$ cat src/verilog/dual_logic_pkg.sv
// constants shared by the dual programmable logic block and its cells
package dual_logic_pkg;

  // ********************************************************************
  // register offsets
  // ********************************************************************
  localparam logic [7:0] ADDR_BLOCK_ONE_CFG = 8'h44;
  localparam logic [7:0] ADDR_BLOCK_TWO_CFG = 8'h45;
  localparam logic [7:0] ADDR_FF_CONTROL    = 8'h46;
  localparam logic [7:0] ADDR_EVENT_ENABLE  = 8'h47;

  // ********************************************************************
  // reset values
  // ********************************************************************
  localparam logic [7:0] RESET_BLOCK_CFG    = 8'h00;
  localparam logic [3:0] RESET_FF_CONTROL   = 4'h0;
  localparam logic [5:0] RESET_EVENT_ENABLE = 6'h00;

  // ********************************************************************
  // block configuration fields
  // ********************************************************************
  localparam int SEL_LSB     = 0;
  localparam int SEL_MSB     = 2;
  localparam int INV_A_BIT   = 3;
  localparam int INV_B_BIT   = 4;
  localparam int INV_C_BIT   = 5;
  localparam int INV_Y_BIT   = 6;
  localparam int CHAIN_BIT   = 7;

  // flip-flop control fields
  localparam int FF1_CLEAR_BIT = 0;
  localparam int FIRST_FLIPFLOP_FORCE_SET_BIT   = 1;
  localparam int FF2_CLEAR_BIT = 2;
  localparam int SECOND_FLIPFLOP_FORCE_SET_BIT   = 3;

  // event enable fields
  localparam int EV1_LEVEL_BIT  = 0;
  localparam int EV1_ENABLE_BIT = 1;
  localparam int EV1_BYPASS_BIT = 2;
  localparam int EV2_LEVEL_BIT  = 3;
  localparam int EV2_ENABLE_BIT = 4;
  localparam int EV2_BYPASS_BIT = 5;

  // ********************************************************************
  // function select encodings
  // ********************************************************************
  localparam logic [2:0] FN_OFF   = 3'h0;
  localparam logic [2:0] FN_AND   = 3'h1;
  localparam logic [2:0] FN_OR    = 3'h2;
  localparam logic [2:0] FN_XOR   = 3'h3;
  localparam logic [2:0] FN_FLOP  = 3'h4;
  localparam logic [2:0] FN_PASSA = 3'h5;
  localparam logic [2:0] FN_PASSB = 3'h6;
  localparam logic [2:0] FN_PASSC = 3'h7;

  // row three alternate function code that routes the pin into input c
  localparam logic [1:0] ROW_THREE_LOGIC_C = 2'h1;

  // ********************************************************************
  // debounce timing
  // ********************************************************************
  localparam int CLK_PERIOD_NS        = 5;
  localparam int DEBOUNCE_TICK_NS     = 1000;
  localparam int DEBOUNCE_TICK_CYCLES = (DEBOUNCE_TICK_NS + CLK_PERIOD_NS - 1) / CLK_PERIOD_NS;
  localparam int DEBOUNCE_TICKS       = 4;

endpackage

$ cat src/verilog/logic_cell.sv
// one programmable logic cell: input inversion, function mux, flip-flop, debounce, events
`timescale 1ns/1ps
`default_nettype none

module logic_cell #(
  parameter int STABLE_TICKS = dual_logic_pkg::DEBOUNCE_TICKS
) (
  input  wire logic       clk,
  input  wire logic       resetn,
  input  wire logic [2:0] funcSel,
  input  wire logic       invA,
  input  wire logic       invB,
  input  wire logic       invC,
  input  wire logic       invY,
  input  wire logic       inA,
  input  wire logic       inB,
  input  wire logic       inC,
  input  wire logic       forceSet,
  input  wire logic       forceClear,
  input  wire logic       debounceBypass,
  input  wire logic       eventEnable,
  input  wire logic       activeHigh,
  input  wire logic       debounceTick,
  output logic            blockOut,
  output logic            filteredOut,
  output logic            eventPulse,
  output logic            eventActive
);

  localparam int CW = $clog2(STABLE_TICKS + 1);

  typedef struct packed {
    logic          prevB;
    logic          flop;
    logic          filt;
    logic [CW-1:0] count;
    logic          pulse;
    logic          active;
  } cell_s;

  cell_s st_r;
  cell_s st_nxt;
  logic  a;
  logic  b;
  logic  c;
  logic  yPre;

  // ********************************************************************
  // combinational function
  // ********************************************************************
  always_comb begin
    a = inA ^ invA;
    b = inB ^ invB;
    c = inC ^ invC;
    unique case (funcSel)
      dual_logic_pkg::FN_OFF:   yPre = 1'b0;
      dual_logic_pkg::FN_AND:   yPre = a & b & c;
      dual_logic_pkg::FN_OR:    yPre = a | b | c;
      dual_logic_pkg::FN_XOR:   yPre = a ^ b ^ c;
      dual_logic_pkg::FN_FLOP:  yPre = st_r.flop;
      dual_logic_pkg::FN_PASSA: yPre = a;
      dual_logic_pkg::FN_PASSB: yPre = b;
      dual_logic_pkg::FN_PASSC: yPre = c;
    endcase
    blockOut = yPre ^ invY;
  end

  // ********************************************************************
  // flip-flop, debounce and event detection
  // ********************************************************************
  always_comb begin
    st_nxt       = st_r;
    st_nxt.prevB = b;
    // capture and forces
    // capture a on rising b
    if (b && !st_r.prevB) begin
      st_nxt.flop = a;
    end
    // forced controls, clear wins
    if (forceClear) begin
      st_nxt.flop = 1'b0;
    end else if (forceSet) begin
      st_nxt.flop = 1'b1;
    end
    // filter: value must hold for the full tick count before it is taken
    if (debounceBypass) begin
      st_nxt.filt  = blockOut;
      st_nxt.count = '0;
    end else if (blockOut == st_r.filt) begin
      st_nxt.count = '0;
    end else if (debounceTick) begin
      if (st_r.count == CW'(STABLE_TICKS - 1)) begin
        st_nxt.filt  = blockOut;
        st_nxt.count = '0;
      end else begin
        st_nxt.count = st_r.count + CW'(1);
      end
    end
    // off cell silent
    // an off cell and a disabled cell raise no event pulse; eventActive still follows the filtered level
    st_nxt.pulse  = eventEnable && (funcSel != dual_logic_pkg::FN_OFF)
                    && (st_nxt.filt != st_r.filt);
    st_nxt.active = (st_nxt.filt == activeHigh);
  end

  // state register
  always_ff @(posedge clk) begin
    if (!resetn) begin
      st_r <= '0;
    end else begin
      st_r <= st_nxt;
    end
  end

  assign filteredOut = st_r.filt;
  assign eventPulse  = st_r.pulse;
  assign eventActive = st_r.active;

endmodule

`default_nettype wire

$ cat src/verilog/dual_programmable_logic.sv
// two programmable logic blocks with their registers, pin routing and event outputs
//
// Overview of operation
// - first block select: off, and, or, xor, flop, pass a, b, c
// - second block select uses the identical eight-code encoding
// - first block bits 3, 4, 5 invert inputs a, b, c
// - first block bit 6 inverts its output
// - second block bits 3, 4, 5 invert inputs a, b, c
// - second block bit 6 inverts its output
// - second block bit 7 feeds first output into its input a
// - chaining routes internally, row zero pin stays free
// - flop control bit 1 forces first flop set, bit 0 clears
// - flop control bit 3 forces second flop set, bit 2 clears
// - event bit 2 clear debounces first output, set bypasses
// - event bit 5 clear debounces second output, set bypasses
// - event bit 1 lets first output raise events, else none
// - event bit 4 lets second output raise events, else none
// - event bit 0 gives first output active level, one is high
// - event bit 3 gives second output active level, one is high
// - first input c from row three pin when its alt code is 01
// - first output drives row zero pin only when its alt bit set
// - second input c from column six pin when its alt bit set
// - second output drives column nine pin only when alt bit set
`timescale 1ns/1ps
`default_nettype none

module dual_programmable_logic #(
  parameter int TICK_CYCLES  = dual_logic_pkg::DEBOUNCE_TICK_CYCLES,
  parameter int STABLE_TICKS = dual_logic_pkg::DEBOUNCE_TICKS
) (
  input  wire logic       clk,
  input  wire logic       resetn,
  input  wire logic [7:0] regAddr,
  input  wire logic [7:0] regWrData,
  input  wire logic       regWrEn,
  input  wire logic       regRdEn,
  output logic      [7:0] regRdData,
  output logic            regRdValid,
  input  wire logic       firstInputA,
  input  wire logic       firstInputB,
  input  wire logic       secondInputA,
  input  wire logic       secondInputB,
  input  wire logic       rowThreePinIn,
  input  wire logic       columnSixPinIn,
  input  wire logic [1:0] rowThreeAltFunction,
  input  wire logic       rowZeroAltFunction,
  input  wire logic       columnSixAltFunction,
  input  wire logic       columnNineAltFunction,
  output logic            rowZeroPinOut,
  output logic            rowZeroPinOeN,
  output logic            columnNinePinOut,
  output logic            columnNinePinOeN,
  output logic            firstBlockOutput,
  output logic            secondBlockOutput,
  output logic            firstEventPulse,
  output logic            firstEventActive,
  output logic            secondEventPulse,
  output logic            secondEventActive
);

  localparam int DW = $clog2(TICK_CYCLES + 1);

  // ********************************************************************
  // state of the top level
  // ********************************************************************
  typedef struct packed {
    logic [6:0]    cfgOne;
    logic [7:0]    cfgTwo;
    logic [3:0]    ffCtl;
    logic [5:0]    evtEn;
    logic [7:0]    rdData;
    logic          rdValid;
    logic [DW-1:0] divCount;
    logic          tick;
    logic          rowZeroOut;
    logic          rowZeroOeN;
    logic          colNineOut;
    logic          colNineOeN;
  } top_s;

  top_s st_r;
  top_s st_nxt;

  // cell wiring
  logic firstY;
  logic secondY;
  logic firstFilt;
  logic secondFilt;
  logic firstInC;
  logic secondInA;
  logic secondInC;

  // ********************************************************************
  // input routing
  // ********************************************************************
  // pin inputs only reach the cells when the pin is given over to logic;
  // otherwise the input reads low so a gpio pin cannot disturb the cell
  always_comb begin
    firstInC  = (rowThreeAltFunction == dual_logic_pkg::ROW_THREE_LOGIC_C) ?
                rowThreePinIn : 1'b0;
    secondInC = columnSixAltFunction ? columnSixPinIn : 1'b0;
    secondInA = st_r.cfgTwo[dual_logic_pkg::CHAIN_BIT] ? firstY : secondInputA;
  end

  // ********************************************************************
  // logic cells
  // ********************************************************************
  // first block function
  logic_cell #(
    .STABLE_TICKS (STABLE_TICKS)
  ) firstCell (
    .clk            (clk),
    .resetn         (resetn),
    .funcSel        (st_r.cfgOne[dual_logic_pkg::SEL_MSB:dual_logic_pkg::SEL_LSB]),
    .invA           (st_r.cfgOne[dual_logic_pkg::INV_A_BIT]),
    .invB           (st_r.cfgOne[dual_logic_pkg::INV_B_BIT]),
    .invC           (st_r.cfgOne[dual_logic_pkg::INV_C_BIT]),
    .invY           (st_r.cfgOne[dual_logic_pkg::INV_Y_BIT]),
    .inA            (firstInputA),
    .inB            (firstInputB),
    .inC            (firstInC),
    .forceSet       (st_r.ffCtl[dual_logic_pkg::FIRST_FLIPFLOP_FORCE_SET_BIT]),
    .forceClear     (st_r.ffCtl[dual_logic_pkg::FF1_CLEAR_BIT]),
    .debounceBypass (st_r.evtEn[dual_logic_pkg::EV1_BYPASS_BIT]),
    .eventEnable    (st_r.evtEn[dual_logic_pkg::EV1_ENABLE_BIT]),
    .activeHigh     (st_r.evtEn[dual_logic_pkg::EV1_LEVEL_BIT]),
    .debounceTick   (st_r.tick),
    .blockOut       (firstY),
    .filteredOut    (firstFilt),
    .eventPulse     (firstEventPulse),
    .eventActive    (firstEventActive)
  );

  logic_cell #(
    .STABLE_TICKS (STABLE_TICKS)
  ) secondCell (
    .clk            (clk),
    .resetn         (resetn),
    .funcSel        (st_r.cfgTwo[dual_logic_pkg::SEL_MSB:dual_logic_pkg::SEL_LSB]),
    .invA           (st_r.cfgTwo[dual_logic_pkg::INV_A_BIT]),
    .invB           (st_r.cfgTwo[dual_logic_pkg::INV_B_BIT]),
    .invC           (st_r.cfgTwo[dual_logic_pkg::INV_C_BIT]),
    .invY           (st_r.cfgTwo[dual_logic_pkg::INV_Y_BIT]),
    .inA            (secondInA),
    .inB            (secondInputB),
    .inC            (secondInC),
    .forceSet       (st_r.ffCtl[dual_logic_pkg::SECOND_FLIPFLOP_FORCE_SET_BIT]),
    .forceClear     (st_r.ffCtl[dual_logic_pkg::FF2_CLEAR_BIT]),
    .debounceBypass (st_r.evtEn[dual_logic_pkg::EV2_BYPASS_BIT]),
    .eventEnable    (st_r.evtEn[dual_logic_pkg::EV2_ENABLE_BIT]),
    .activeHigh     (st_r.evtEn[dual_logic_pkg::EV2_LEVEL_BIT]),
    .debounceTick   (st_r.tick),
    .blockOut       (secondY),
    .filteredOut    (secondFilt),
    .eventPulse     (secondEventPulse),
    .eventActive    (secondEventActive)
  );

  // ********************************************************************
  // next-state logic
  // ********************************************************************
  always_comb begin
    st_nxt = st_r;

    // debounce tick divider: one-cycle enable every TICK_CYCLES clocks
    if (st_r.divCount == DW'(TICK_CYCLES - 1)) begin
      st_nxt.divCount = '0;
      st_nxt.tick     = 1'b1;
    end else begin
      st_nxt.divCount = st_r.divCount + DW'(1);
      st_nxt.tick     = 1'b0;
    end

    // register writes; reserved bits are not stored
    if (regWrEn) begin
      unique case (regAddr)
        dual_logic_pkg::ADDR_BLOCK_ONE_CFG: st_nxt.cfgOne = regWrData[6:0];
        dual_logic_pkg::ADDR_BLOCK_TWO_CFG: st_nxt.cfgTwo = regWrData;
        dual_logic_pkg::ADDR_FF_CONTROL:    st_nxt.ffCtl  = regWrData[3:0];
        dual_logic_pkg::ADDR_EVENT_ENABLE:  st_nxt.evtEn  = regWrData[5:0];
        default: ;
      endcase
    end

    // register reads answer one cycle later; unmapped offsets read zero
    st_nxt.rdValid = regRdEn;
    if (regRdEn) begin
      unique case (regAddr)
        dual_logic_pkg::ADDR_BLOCK_ONE_CFG: st_nxt.rdData = {1'b0, st_r.cfgOne};
        dual_logic_pkg::ADDR_BLOCK_TWO_CFG: st_nxt.rdData = st_r.cfgTwo;
        dual_logic_pkg::ADDR_FF_CONTROL:    st_nxt.rdData = {4'h0, st_r.ffCtl};
        dual_logic_pkg::ADDR_EVENT_ENABLE:  st_nxt.rdData = {2'h0, st_r.evtEn};
        default:                            st_nxt.rdData = 8'h00;
      endcase
    end

    st_nxt.rowZeroOut = rowZeroAltFunction ? firstY : 1'b0;
    st_nxt.rowZeroOeN = !rowZeroAltFunction;
    st_nxt.colNineOut = columnNineAltFunction ? secondY : 1'b0;
    st_nxt.colNineOeN = !columnNineAltFunction;
  end

  // ********************************************************************
  // state register
  // ********************************************************************
  // pins released (enable high) from reset until software routes them
  always_ff @(posedge clk) begin
    if (!resetn) begin
      st_r.cfgOne     <= dual_logic_pkg::RESET_BLOCK_CFG[6:0];
      st_r.cfgTwo     <= dual_logic_pkg::RESET_BLOCK_CFG;
      st_r.ffCtl      <= dual_logic_pkg::RESET_FF_CONTROL;
      st_r.evtEn      <= dual_logic_pkg::RESET_EVENT_ENABLE;
      st_r.rdData     <= 8'h00;
      st_r.rdValid    <= 1'b0;
      st_r.divCount   <= '0;
      st_r.tick       <= 1'b0;
      st_r.rowZeroOut <= 1'b0;
      st_r.rowZeroOeN <= 1'b1;
      st_r.colNineOut <= 1'b0;
      st_r.colNineOeN <= 1'b1;
    end else begin
      st_r <= st_nxt;
    end
  end

  // ********************************************************************
  // outputs
  // ********************************************************************
  // pin outputs lag the logic by one clock, traded for glitch-free pins
  assign regRdData         = st_r.rdData;
  assign regRdValid        = st_r.rdValid;
  assign rowZeroPinOut     = st_r.rowZeroOut;
  assign rowZeroPinOeN     = st_r.rowZeroOeN;
  assign columnNinePinOut  = st_r.colNineOut;
  assign columnNinePinOeN  = st_r.colNineOeN;
  assign firstBlockOutput  = firstFilt;
  assign secondBlockOutput = secondFilt;

endmodule

`default_nettype wire

$ cat config.mk
export PLATFORM = sky130hd
export DESIGN_NAME = dual_programmable_logic
export DESIGN_NICKNAME = d
export VERILOG_FILES = /design/src/verilog/dual_logic_pkg.sv /design/src/verilog/logic_cell.sv /design/src/verilog/dual_programmable_logic.sv
export SDC_FILE = /design/constraint.sdc
export NUM_CORES = 1
export LEC_CHECK = 0
export BUFFER_PORTS_ARGS = -buffer_cell sky130_fd_sc_hd__buf_2
export CAP_MARGIN = 20
export CELL_PAD_IN_SITES_DETAIL_PLACEMENT = 1
export CELL_PAD_IN_SITES_GLOBAL_PLACEMENT = 1
export CORE_MARGIN = 10
export CORE_UTILIZATION = 35
export CTS_BUF_LIST = sky130_fd_sc_hd__clkbuf_4 sky130_fd_sc_hd__clkbuf_8 sky130_fd_sc_hd__clkbuf_16
export DETAILED_ROUTE_END_ITERATION = 16
export GPL_ROUTABILITY_DRIVEN = 1
export PLACE_DENSITY_LB_ADDON = 0.1
export REMOVE_ABC_BUFFERS = 1
export SLEW_MARGIN = 0
export SYNTH_ARGS = -nofsm -noshare
export SYNTH_HDL_FRONTEND = slang
export SYNTH_SLANG_ARGS = --single-unit
$ cat constraint.sdc
create_clock -name clk -period 4.05 [get_ports clk]
set_input_delay 0.6075 -clock clk [delete_from_list [all_inputs] [get_ports clk]]
set_output_delay 0.6075 -clock clk [all_outputs]
set_load 0.01 [all_outputs]
Yosys cells after proc, flatten, opt, wreduce, memory -nomap -nowiden
Cells that the tools add are included.
{"block": "word_totals", "reg_bits": 63}
{"block": "classes", "n_addsub": 3, "eq_ne": 28, "n_mux": 23, "n_bitwise": 21, "n_reduce_logical": 27}
{"op": "equality test 8 x 7 -> 1 bit (second input constant)", "count": 4}
{"op": "case mux 8 bit (4 select lines)", "count": 1}
{"op": "equality test 3 bit (second input constant)", "count": 8}
{"op": "equality test 3 x 2 -> 1 bit (second input constant)", "count": 6}
{"op": "two-way mux 4 bit", "count": 4}
{"op": "case mux 1 bit (8 select lines)", "count": 2}
{"op": "two-way mux 1 bit", "count": 12}
{"op": "two-way mux 3 bit", "count": 4}
{"op": "AND reduction 2 bit", "count": 6}
{"op": "bitwise XOR 1 bit", "count": 12}
{"op": "adder 8 x 1 -> 8 bit (second input constant)", "count": 1}
{"op": "equality test 8 bit (second input constant)", "count": 1}
{"op": "adder 3 x 1 -> 3 bit (second input constant)", "count": 2}
{"op": "equality test 3 x 1 -> 1 bit (second input constant)", "count": 2}
{"op": "logical AND 1 bit", "count": 6}
{"op": "zero test 3 bit", "count": 2}
{"op": "nonzero test 3 bit", "count": 2}
{"op": "OR reduction 2 bit", "count": 3}
{"op": "OR reduction 3 bit", "count": 2}
{"op": "AND 1 bit", "count": 4}
{"op": "equality test 1 bit", "count": 4}
{"op": "zero test 1 bit", "count": 4}
{"op": "OR 1 bit", "count": 4}
{"op": "nonzero test 2 bit", "count": 2}
{"op": "other kinds (3)", "count": 4}

Longest topological paths before layout
{"block": "depth", "ltp_word": 18, "mapped_depth": 17, "mapped_depth_nobuf": 17}

Cells and area by module
A second synthesis with hierarchy kept.
{"block": "unflattened", "hier_cells": 316, "area_unflattened_um2": 3030.4}
{"module": "dual_programmable_logic", "n_inst": 1, "cells_each": 198, "area_each_um2": 1964.4, "seq_area_each_um2": 940.9}
{"module": "logic_cell", "n_inst": 2, "cells_each": 59, "area_each_um2": 533.0, "seq_area_each_um2": 160.2}

Worst setup path after synthesis
No wires, ideal clock.
{"block": "synth_path", "kind": "input -> register", "start": "in firstInputA", "end": "reg secondCell.st_r[2] in the netlist's numbering", "setup_ps": 78, "t_arrival_ps": 3291, "required_ps": 3972, "path_slack_ps": 681, "path_stages": 17, "n_path_buf": 0, "cell_sequence": "xor2_1 > ha_1 > nand2_1 > a21oi_1 > mux2i_1 > o31ai_2 > xnor2_2 > mux2i_1 > xnor2_1 > ha_1 > nor3b_1 > a21oi_1 > o211ai_1 > o21ai_0 > o21ai_2 > xnor3_1 > nor3_1"}
{"block": "synth_between", "elab_chain_cells": 13, "word_cells_on_any_way": 21, "cone_classes": "eq/ne (1); mux (3); bitwise (16); reduce/logical (1)"}
{"element": "from (decl)", "line": "dual_programmable_logic.sv:39", "source": "input wire logic firstInputA,"}
{"element": "bitwise XOR 1 bit *", "line": "logic_cell.sv:52", "source": "a = inA ^ invA;"}
{"element": "bitwise XOR 1 bit, or another cell as far along (2 in series)", "line": "logic_cell.sv:59", "source": "dual_logic_pkg::FN_XOR: yPre = a ^ b ^ c;"}
{"element": "case mux 1 bit (8 select lines) *", "line": "logic_cell.sv:55", "source": "unique case (funcSel)"}
{"element": "bitwise XOR 1 bit *", "line": "logic_cell.sv:65", "source": "blockOut = yPre ^ invY;"}
{"element": "two-way mux 1 bit *", "line": "dual_programmable_logic.sv:102", "source": "secondInA = st_r.cfgTwo[dual_logic_pkg::CHAIN_BIT] ? firstY : secondInputA;"}
{"element": "bitwise XOR 1 bit *", "line": "logic_cell.sv:52"}
{"element": "bitwise XOR 1 bit, or another cell as far along (2 in series)", "line": "logic_cell.sv:59"}
{"element": "case mux 1 bit (8 select lines) *", "line": "logic_cell.sv:55"}
{"element": "bitwise XOR 1 bit *", "line": "logic_cell.sv:65"}
{"element": "equality test 1 bit *", "line": "logic_cell.sv:89", "source": "end else if (blockOut == st_r.filt) begin"}
{"element": "OR reduction 3 bit (no line) *"}
{"element": "to (signal assigned)", "line": "logic_cell.sv:111", "source": "st_r <= st_nxt;"}
{"element": "to (decl)", "line": "logic_cell.sv:41", "source": "cell_s st_r;"}
Mark *: on every way between the ends. The rest lies on a longest branch, timed or not.
A chain may end at the register's enable or synchronous reset.

Worst setup path in the final report
{"block": "layout_path", "start": "reg st_r[43] in the netlist's numbering", "end": "reg secondCell.st_r[3] in the netlist's numbering"}
{"block": "layout_between", "elab_chain_cells": 13, "word_cells_on_any_way": 21, "cone_classes": "eq/ne (1); mux (3); bitwise (16); reduce/logical (1)"}
{"element": "from (decl)", "line": "dual_programmable_logic.sv:81", "source": "top_s st_r;"}
{"element": "from (signal assigned)", "line": "dual_programmable_logic.sv:222", "source": "st_r <= st_nxt;"}
{"element": "bitwise XOR 1 bit *", "line": "logic_cell.sv:52"}
{"element": "bitwise XOR 1 bit, or another cell as far along (2 in series)", "line": "logic_cell.sv:59"}
{"element": "case mux 1 bit (8 select lines) *", "line": "logic_cell.sv:55"}
{"element": "bitwise XOR 1 bit *", "line": "logic_cell.sv:65"}
{"element": "two-way mux 1 bit *", "line": "dual_programmable_logic.sv:102"}
{"element": "bitwise XOR 1 bit *", "line": "logic_cell.sv:52"}
{"element": "bitwise XOR 1 bit, or another cell as far along (2 in series)", "line": "logic_cell.sv:59"}
{"element": "case mux 1 bit (8 select lines) *", "line": "logic_cell.sv:55"}
{"element": "bitwise XOR 1 bit *", "line": "logic_cell.sv:65"}
{"element": "equality test 1 bit *", "line": "logic_cell.sv:89"}
{"element": "OR reduction 3 bit (no line) *"}
Marks and branches as above.

==> run_summary.xml <==
<?xml version="1.0" encoding="UTF-8"?>
<metrics>
  <group name="logic_synthesis">
    <metric name="netlist_area" unit="um2">2970</metric>
    <metric name="syn_avg_cell_area" unit="um2">9.21</metric>
    <metric name="synthesis.instances" unit="">323</metric>
    <metric name="synth.top_cells.by_area" unit="">sky130_fd_sc_hd__dfxtp_1, sky130_fd_sc_hd__mux2i_1, sky130_fd_sc_hd__nor2_1, sky130_fd_sc_hd__nand2_1, sky130_fd_sc_hd__a21oi_1</metric>
    <metric name="yosys_register_bits" unit="">63</metric>
    <metric name="synth_top_area_frac" unit="">0.424</metric>
    <metric name="synth_cell_type_count" unit="">51</metric>
    <metric name="synth_ff_type" unit="">sky130_fd_sc_hd__dfxtp_1</metric>
    <metric name="yosys.area.top_type" unit="">sky130_fd_sc_hd__dfxtp_1</metric>
    <metric name="number_of_warnings_issued_by_yosys" unit="">0</metric>
    <metric name="ys_seq_area_frac" unit="">0.424</metric>
    <metric name="synth_enable_flop_cells" unit="">0</metric>
    <metric name="async_flop_share" unit="">0</metric>
  </group>
  <group name="final_layout">
    <metric name="antennaDiodeCount" unit="">0</metric>
    <metric name="final-seq-area" unit="um2">1260</metric>
    <metric name="mostFrequentLayoutCell" unit="">sky130_fd_sc_hd__dfxtp_1</metric>
    <metric name="layout_cells_sized_above_1" unit="">0.220</metric>
    <metric name="nNetsFinal" unit="">399</metric>
    <metric name="fillers" unit="">978</metric>
    <metric name="area_used_by_multi_input_combinational_logic" unit="um2">1610</metric>
    <metric name="mostFrequentLayoutCells" unit="">sky130_fd_sc_hd__dfxtp_1, sky130_fd_sc_hd__buf_2, sky130_fd_sc_hd__nor2_1, sky130_fd_sc_hd__nand2_1, sky130_fd_sc_hd__mux2i_1</metric>
    <metric name="syn_to_final_growth" unit="%">18.0</metric>
  </group>
  <group name="worst_setup_path">
    <metric name="worst_path_max_delay_cell" unit="">sky130_fd_sc_hd__dfxtp_1</metric>
    <metric name="cp-start-kind" unit="">flop</metric>
    <metric name="cp_max_fo" unit="">4</metric>
    <metric name="worst_path_largest_cell_delay" unit="ns">0.46</metric>
    <metric name="r2r-start" unit="">st_r[43]</metric>
    <metric name="critical_path.n_buffers_inverters" unit="">0</metric>
    <metric name="crit_start" unit="">st_r[43]</metric>
    <metric name="worstPathArrival" unit="ns">3.76</metric>
    <metric name="critical_path.top_delay_family" unit="">compound AO/OA/AOI/OAI gates</metric>
    <metric name="critical_path.endpoint_type" unit="">flop</metric>
    <metric name="path_cells" unit="">xor2_2, ha_1, nand2_1, a21oi_1, mux2i_1, o31ai_4, xnor2_2, mux2i_1, xnor2_1, ha_1, nor3b_1, a21oi_1, o211ai_1, o21ai_0, o21ai_2, xnor3_1, nor3_1</metric>
    <metric name="worst-setup-path-type" unit="">reg -&gt; reg</metric>
    <metric name="worst_ep_required_time" unit="ns">4.31</metric>
  </group>
  <group name="clocking">
    <metric name="master_cell_of_the_clock_root_buffer" unit="">sky130_fd_sc_hd__clkbuf_8</metric>
    <metric name="clock_tree.htree_level_count" unit="">3</metric>
    <metric name="tritoncts" unit="">built</metric>
    <metric name="max-clock-path-buffers" unit="">2</metric>
    <metric name="cts.clk_slew.worst_paths" unit="ns">0.07</metric>
    <metric name="clkSinkCount" unit="">63</metric>
    <metric name="clkLatencyLatePin" unit="ns">0.34</metric>
    <metric name="cts_buffers" unit="">9</metric>
    <metric name="ctsHoldBuffers" unit="">0</metric>
  </group>
  <group name="power_and_ir_drop">
    <metric name="max-vdd-ir-drop" unit="uV">134</metric>
    <metric name="power_leakage" unit="nW">1.48</metric>
    <metric name="power_density" unit="nW/um2">388</metric>
    <metric name="report.power.total" unit="W">0.00136</metric>
  </group>
  <group name="floorplanning">
    <metric name="number_of_placed_i_o_pins" unit="">50</metric>
    <metric name="initial_util" unit="">0.360</metric>
    <metric name="vertical_die_dimension" unit="um">112</metric>
    <metric name="floorplan_die_area" unit="um2">12600</metric>
    <metric name="core_footprint" unit="um2">8260</metric>
    <metric name="fp-row-count" unit="">33</metric>
    <metric name="die_w" unit="um">112</metric>
  </group>
  <group name="drt">
    <metric name="route.vias.total" unit="">2424</metric>
    <metric name="detail_route.vias_per_cell" unit="">5.12</metric>
    <metric name="route.detailed.drc" unit="">0</metric>
    <metric name="first_pass_iters" unit="">4</metric>
    <metric name="route.final.wire_length" unit="um">8340</metric>
    <metric name="routedWlPerCell" unit="um">17.6</metric>
    <metric name="postRouteAntennaNets" unit="">0</metric>
    <metric name="drt_first_iter_violations" unit="">100</metric>
  </group>
  <group name="timing">
    <metric name="slew-limit-headroom" unit="">0.600</metric>
    <metric name="finalSetupViolCount" unit="">0</metric>
    <metric name="grt_setup_unrepaired" unit="">no</metric>
    <metric name="clock.fmax" unit="GHz">0.285</metric>
    <metric name="worst_pin_slew" unit="ns">0.593</metric>
    <metric name="finalMaxSlewViolations" unit="">0</metric>
    <metric name="timing.setup.tns" unit="ns">0</metric>
    <metric name="final_min_period_over_clock_period" unit="">0.866</metric>
    <metric name="timing.final.crit_period" unit="ns">3.51</metric>
    <metric name="clock_skew" unit="ns">0.0109</metric>
    <metric name="hold_violations" unit="">0</metric>
  </group>
  <group name="global_routing">
    <metric name="grt_pass1_wl" unit="um">13800</metric>
    <metric name="number_of_antenna_violations_at_the_first_check_in_global_routing" unit="">0</metric>
    <metric name="first_global_vias" unit="">2570</metric>
    <metric name="grt.overflow.total" unit="">0</metric>
    <metric name="globalRouteTotalUtil" unit="">0.135</metric>
    <metric name="grt_max_degree" unit="">39</metric>
  </group>
  <group name="min_path">
    <metric name="hold_path_class" unit="">reg -&gt; reg</metric>
    <metric name="min_from" unit="">st_r[5]</metric>
  </group>
  <group name="job">
    <metric name="max-cap-violations" unit="">0</metric>
  </group>
  <group name="place">
    <metric name="place.port_buffers" unit="">49</metric>
    <metric name="gp_congestion" unit="">0.819</metric>
    <metric name="place_hpwl" unit="um">6100</metric>
  </group>
  <group name="status">
    <metric name="status" unit="">complete, no violations</metric>
  </group>
</metrics>
-- synth_stat cells (2+ instances only) --
library cell and instances:
sky130_fd_sc_hd__a211oi_1 2, sky130_fd_sc_hd__a21oi_1 20, sky130_fd_sc_hd__mux4_2 4, sky130_fd_sc_hd__xnor2_1 9, sky130_fd_sc_hd__nand4_1 5, sky130_fd_sc_hd__clkbuf_1 12
sky130_fd_sc_hd__a31oi_1 2, sky130_fd_sc_hd__inv_1 2, sky130_fd_sc_hd__and2_1 3, sky130_fd_sc_hd__nand2_1 29, sky130_fd_sc_hd__and3_1 5, sky130_fd_sc_hd__ha_1 5
sky130_fd_sc_hd__xor2_1 9, sky130_fd_sc_hd__o311ai_0 2, sky130_fd_sc_hd__dfxtp_1 63, sky130_fd_sc_hd__nor3b_1 3, sky130_fd_sc_hd__mux2_2 2, sky130_fd_sc_hd__mux2i_1 22
sky130_fd_sc_hd__nor2b_1 7, sky130_fd_sc_hd__buf_4 8, sky130_fd_sc_hd__nand2b_1 15, sky130_fd_sc_hd__nor3_1 6, sky130_fd_sc_hd__o21ai_0 5, sky130_fd_sc_hd__nor2_1 37
sky130_fd_sc_hd__nand3_1 20
-- final cells by class --
class	instances	area share
clock inverter	2	0.0171
clock buffer	14	0.0531
multi-input combinational	236	0.458
inverter	3	0.00321
sequential	63	0.359
timing repair buffer	50	0.0720
tap	105	0.0374
-- through the flow --
| step | cell area [um2] | setup slack (ns) | util | instances | hold WS, ns |
|---|---|---|---|---|---|
| final | 3510 | 0.544 | 0.425 | 473 | 0.452 |
| after global routing | 3510 | 0.0760 | 0.425 | 473 | 0.464 |
| after CTS | 3490 | 0.406 | 0.423 | 473 | 0.445 |
| after detailed placement | 3250 | 0.231 | 0.393 | 457 | 0.438 |
| after global placement | 3250 | 0.312 | 0.393 | 457 | 0.432 |
| after floorplan | 2860 | 0.684 | - | 302 | 0.413 |
-- power by group --
part	internal, W	leakage (nW)	switching, W
Sequential	0.000627	0.510	0.00000426
Clock	0.000421	0.126	0.000238
Combinational	0.0000294	0.846	0.0000431
-- cell families after synthesis --
kind of cell	Yosys count	share of synthesized area
XOR/XNOR	21	0.0715
AND/OR/NAND/NOR	138	0.233
AO/OA/AOI/OAI	44	0.0980
multiplexers	28	0.112
adder cells (fa/ha/maj)	5	0.0210
buffers and inverters	24	0.0408
flip-flops	63	0.424
-- registers in the layout, indices dropped and copies added (netlist names) --
name / flops
firstCell.eventPulse: 1
secondCell.eventPulse: 1
st_r: 34
rowZeroPinOut: 1
secondCell.filteredOut: 1
columnNinePinOeN: 1
regRdValid: 1
firstCell.filteredOut: 1
secondCell.st_r: 5
firstCell.eventActive: 1
columnNinePinOut: 1
regRdData: 8
rowZeroPinOeN: 1
secondCell.eventActive: 1
firstCell.st_r: 5
-- worst paths after layout --
| path | to | slack [ns] | cells after the start |
|---|---|---|---|
| min reg2reg | st_r[5] | 0.45 | 1 |
| max reg2reg | secondCell.st_r[3] | 0.54 | 17 |
| max | secondCell.st_r[3] | 0.54 | 17 |
| min | st_r[5] | 0.45 | 1 |
-- per-layer routing --
layer	wire, um	up-vias	track usage
li1	-	1199	-
met1	3950	1162	0.169
met2	3800	53	0.214
met3	450	10	0.0373
met4	137	0	0.0508
met5	0	-	0
-- repair_timing --
action,CTS,global route
gates resized for setup,0,2
setup buffers,0,0
setup endpoints to repair,0,4
Note: power is estimated with default switching activity, not from simulation.
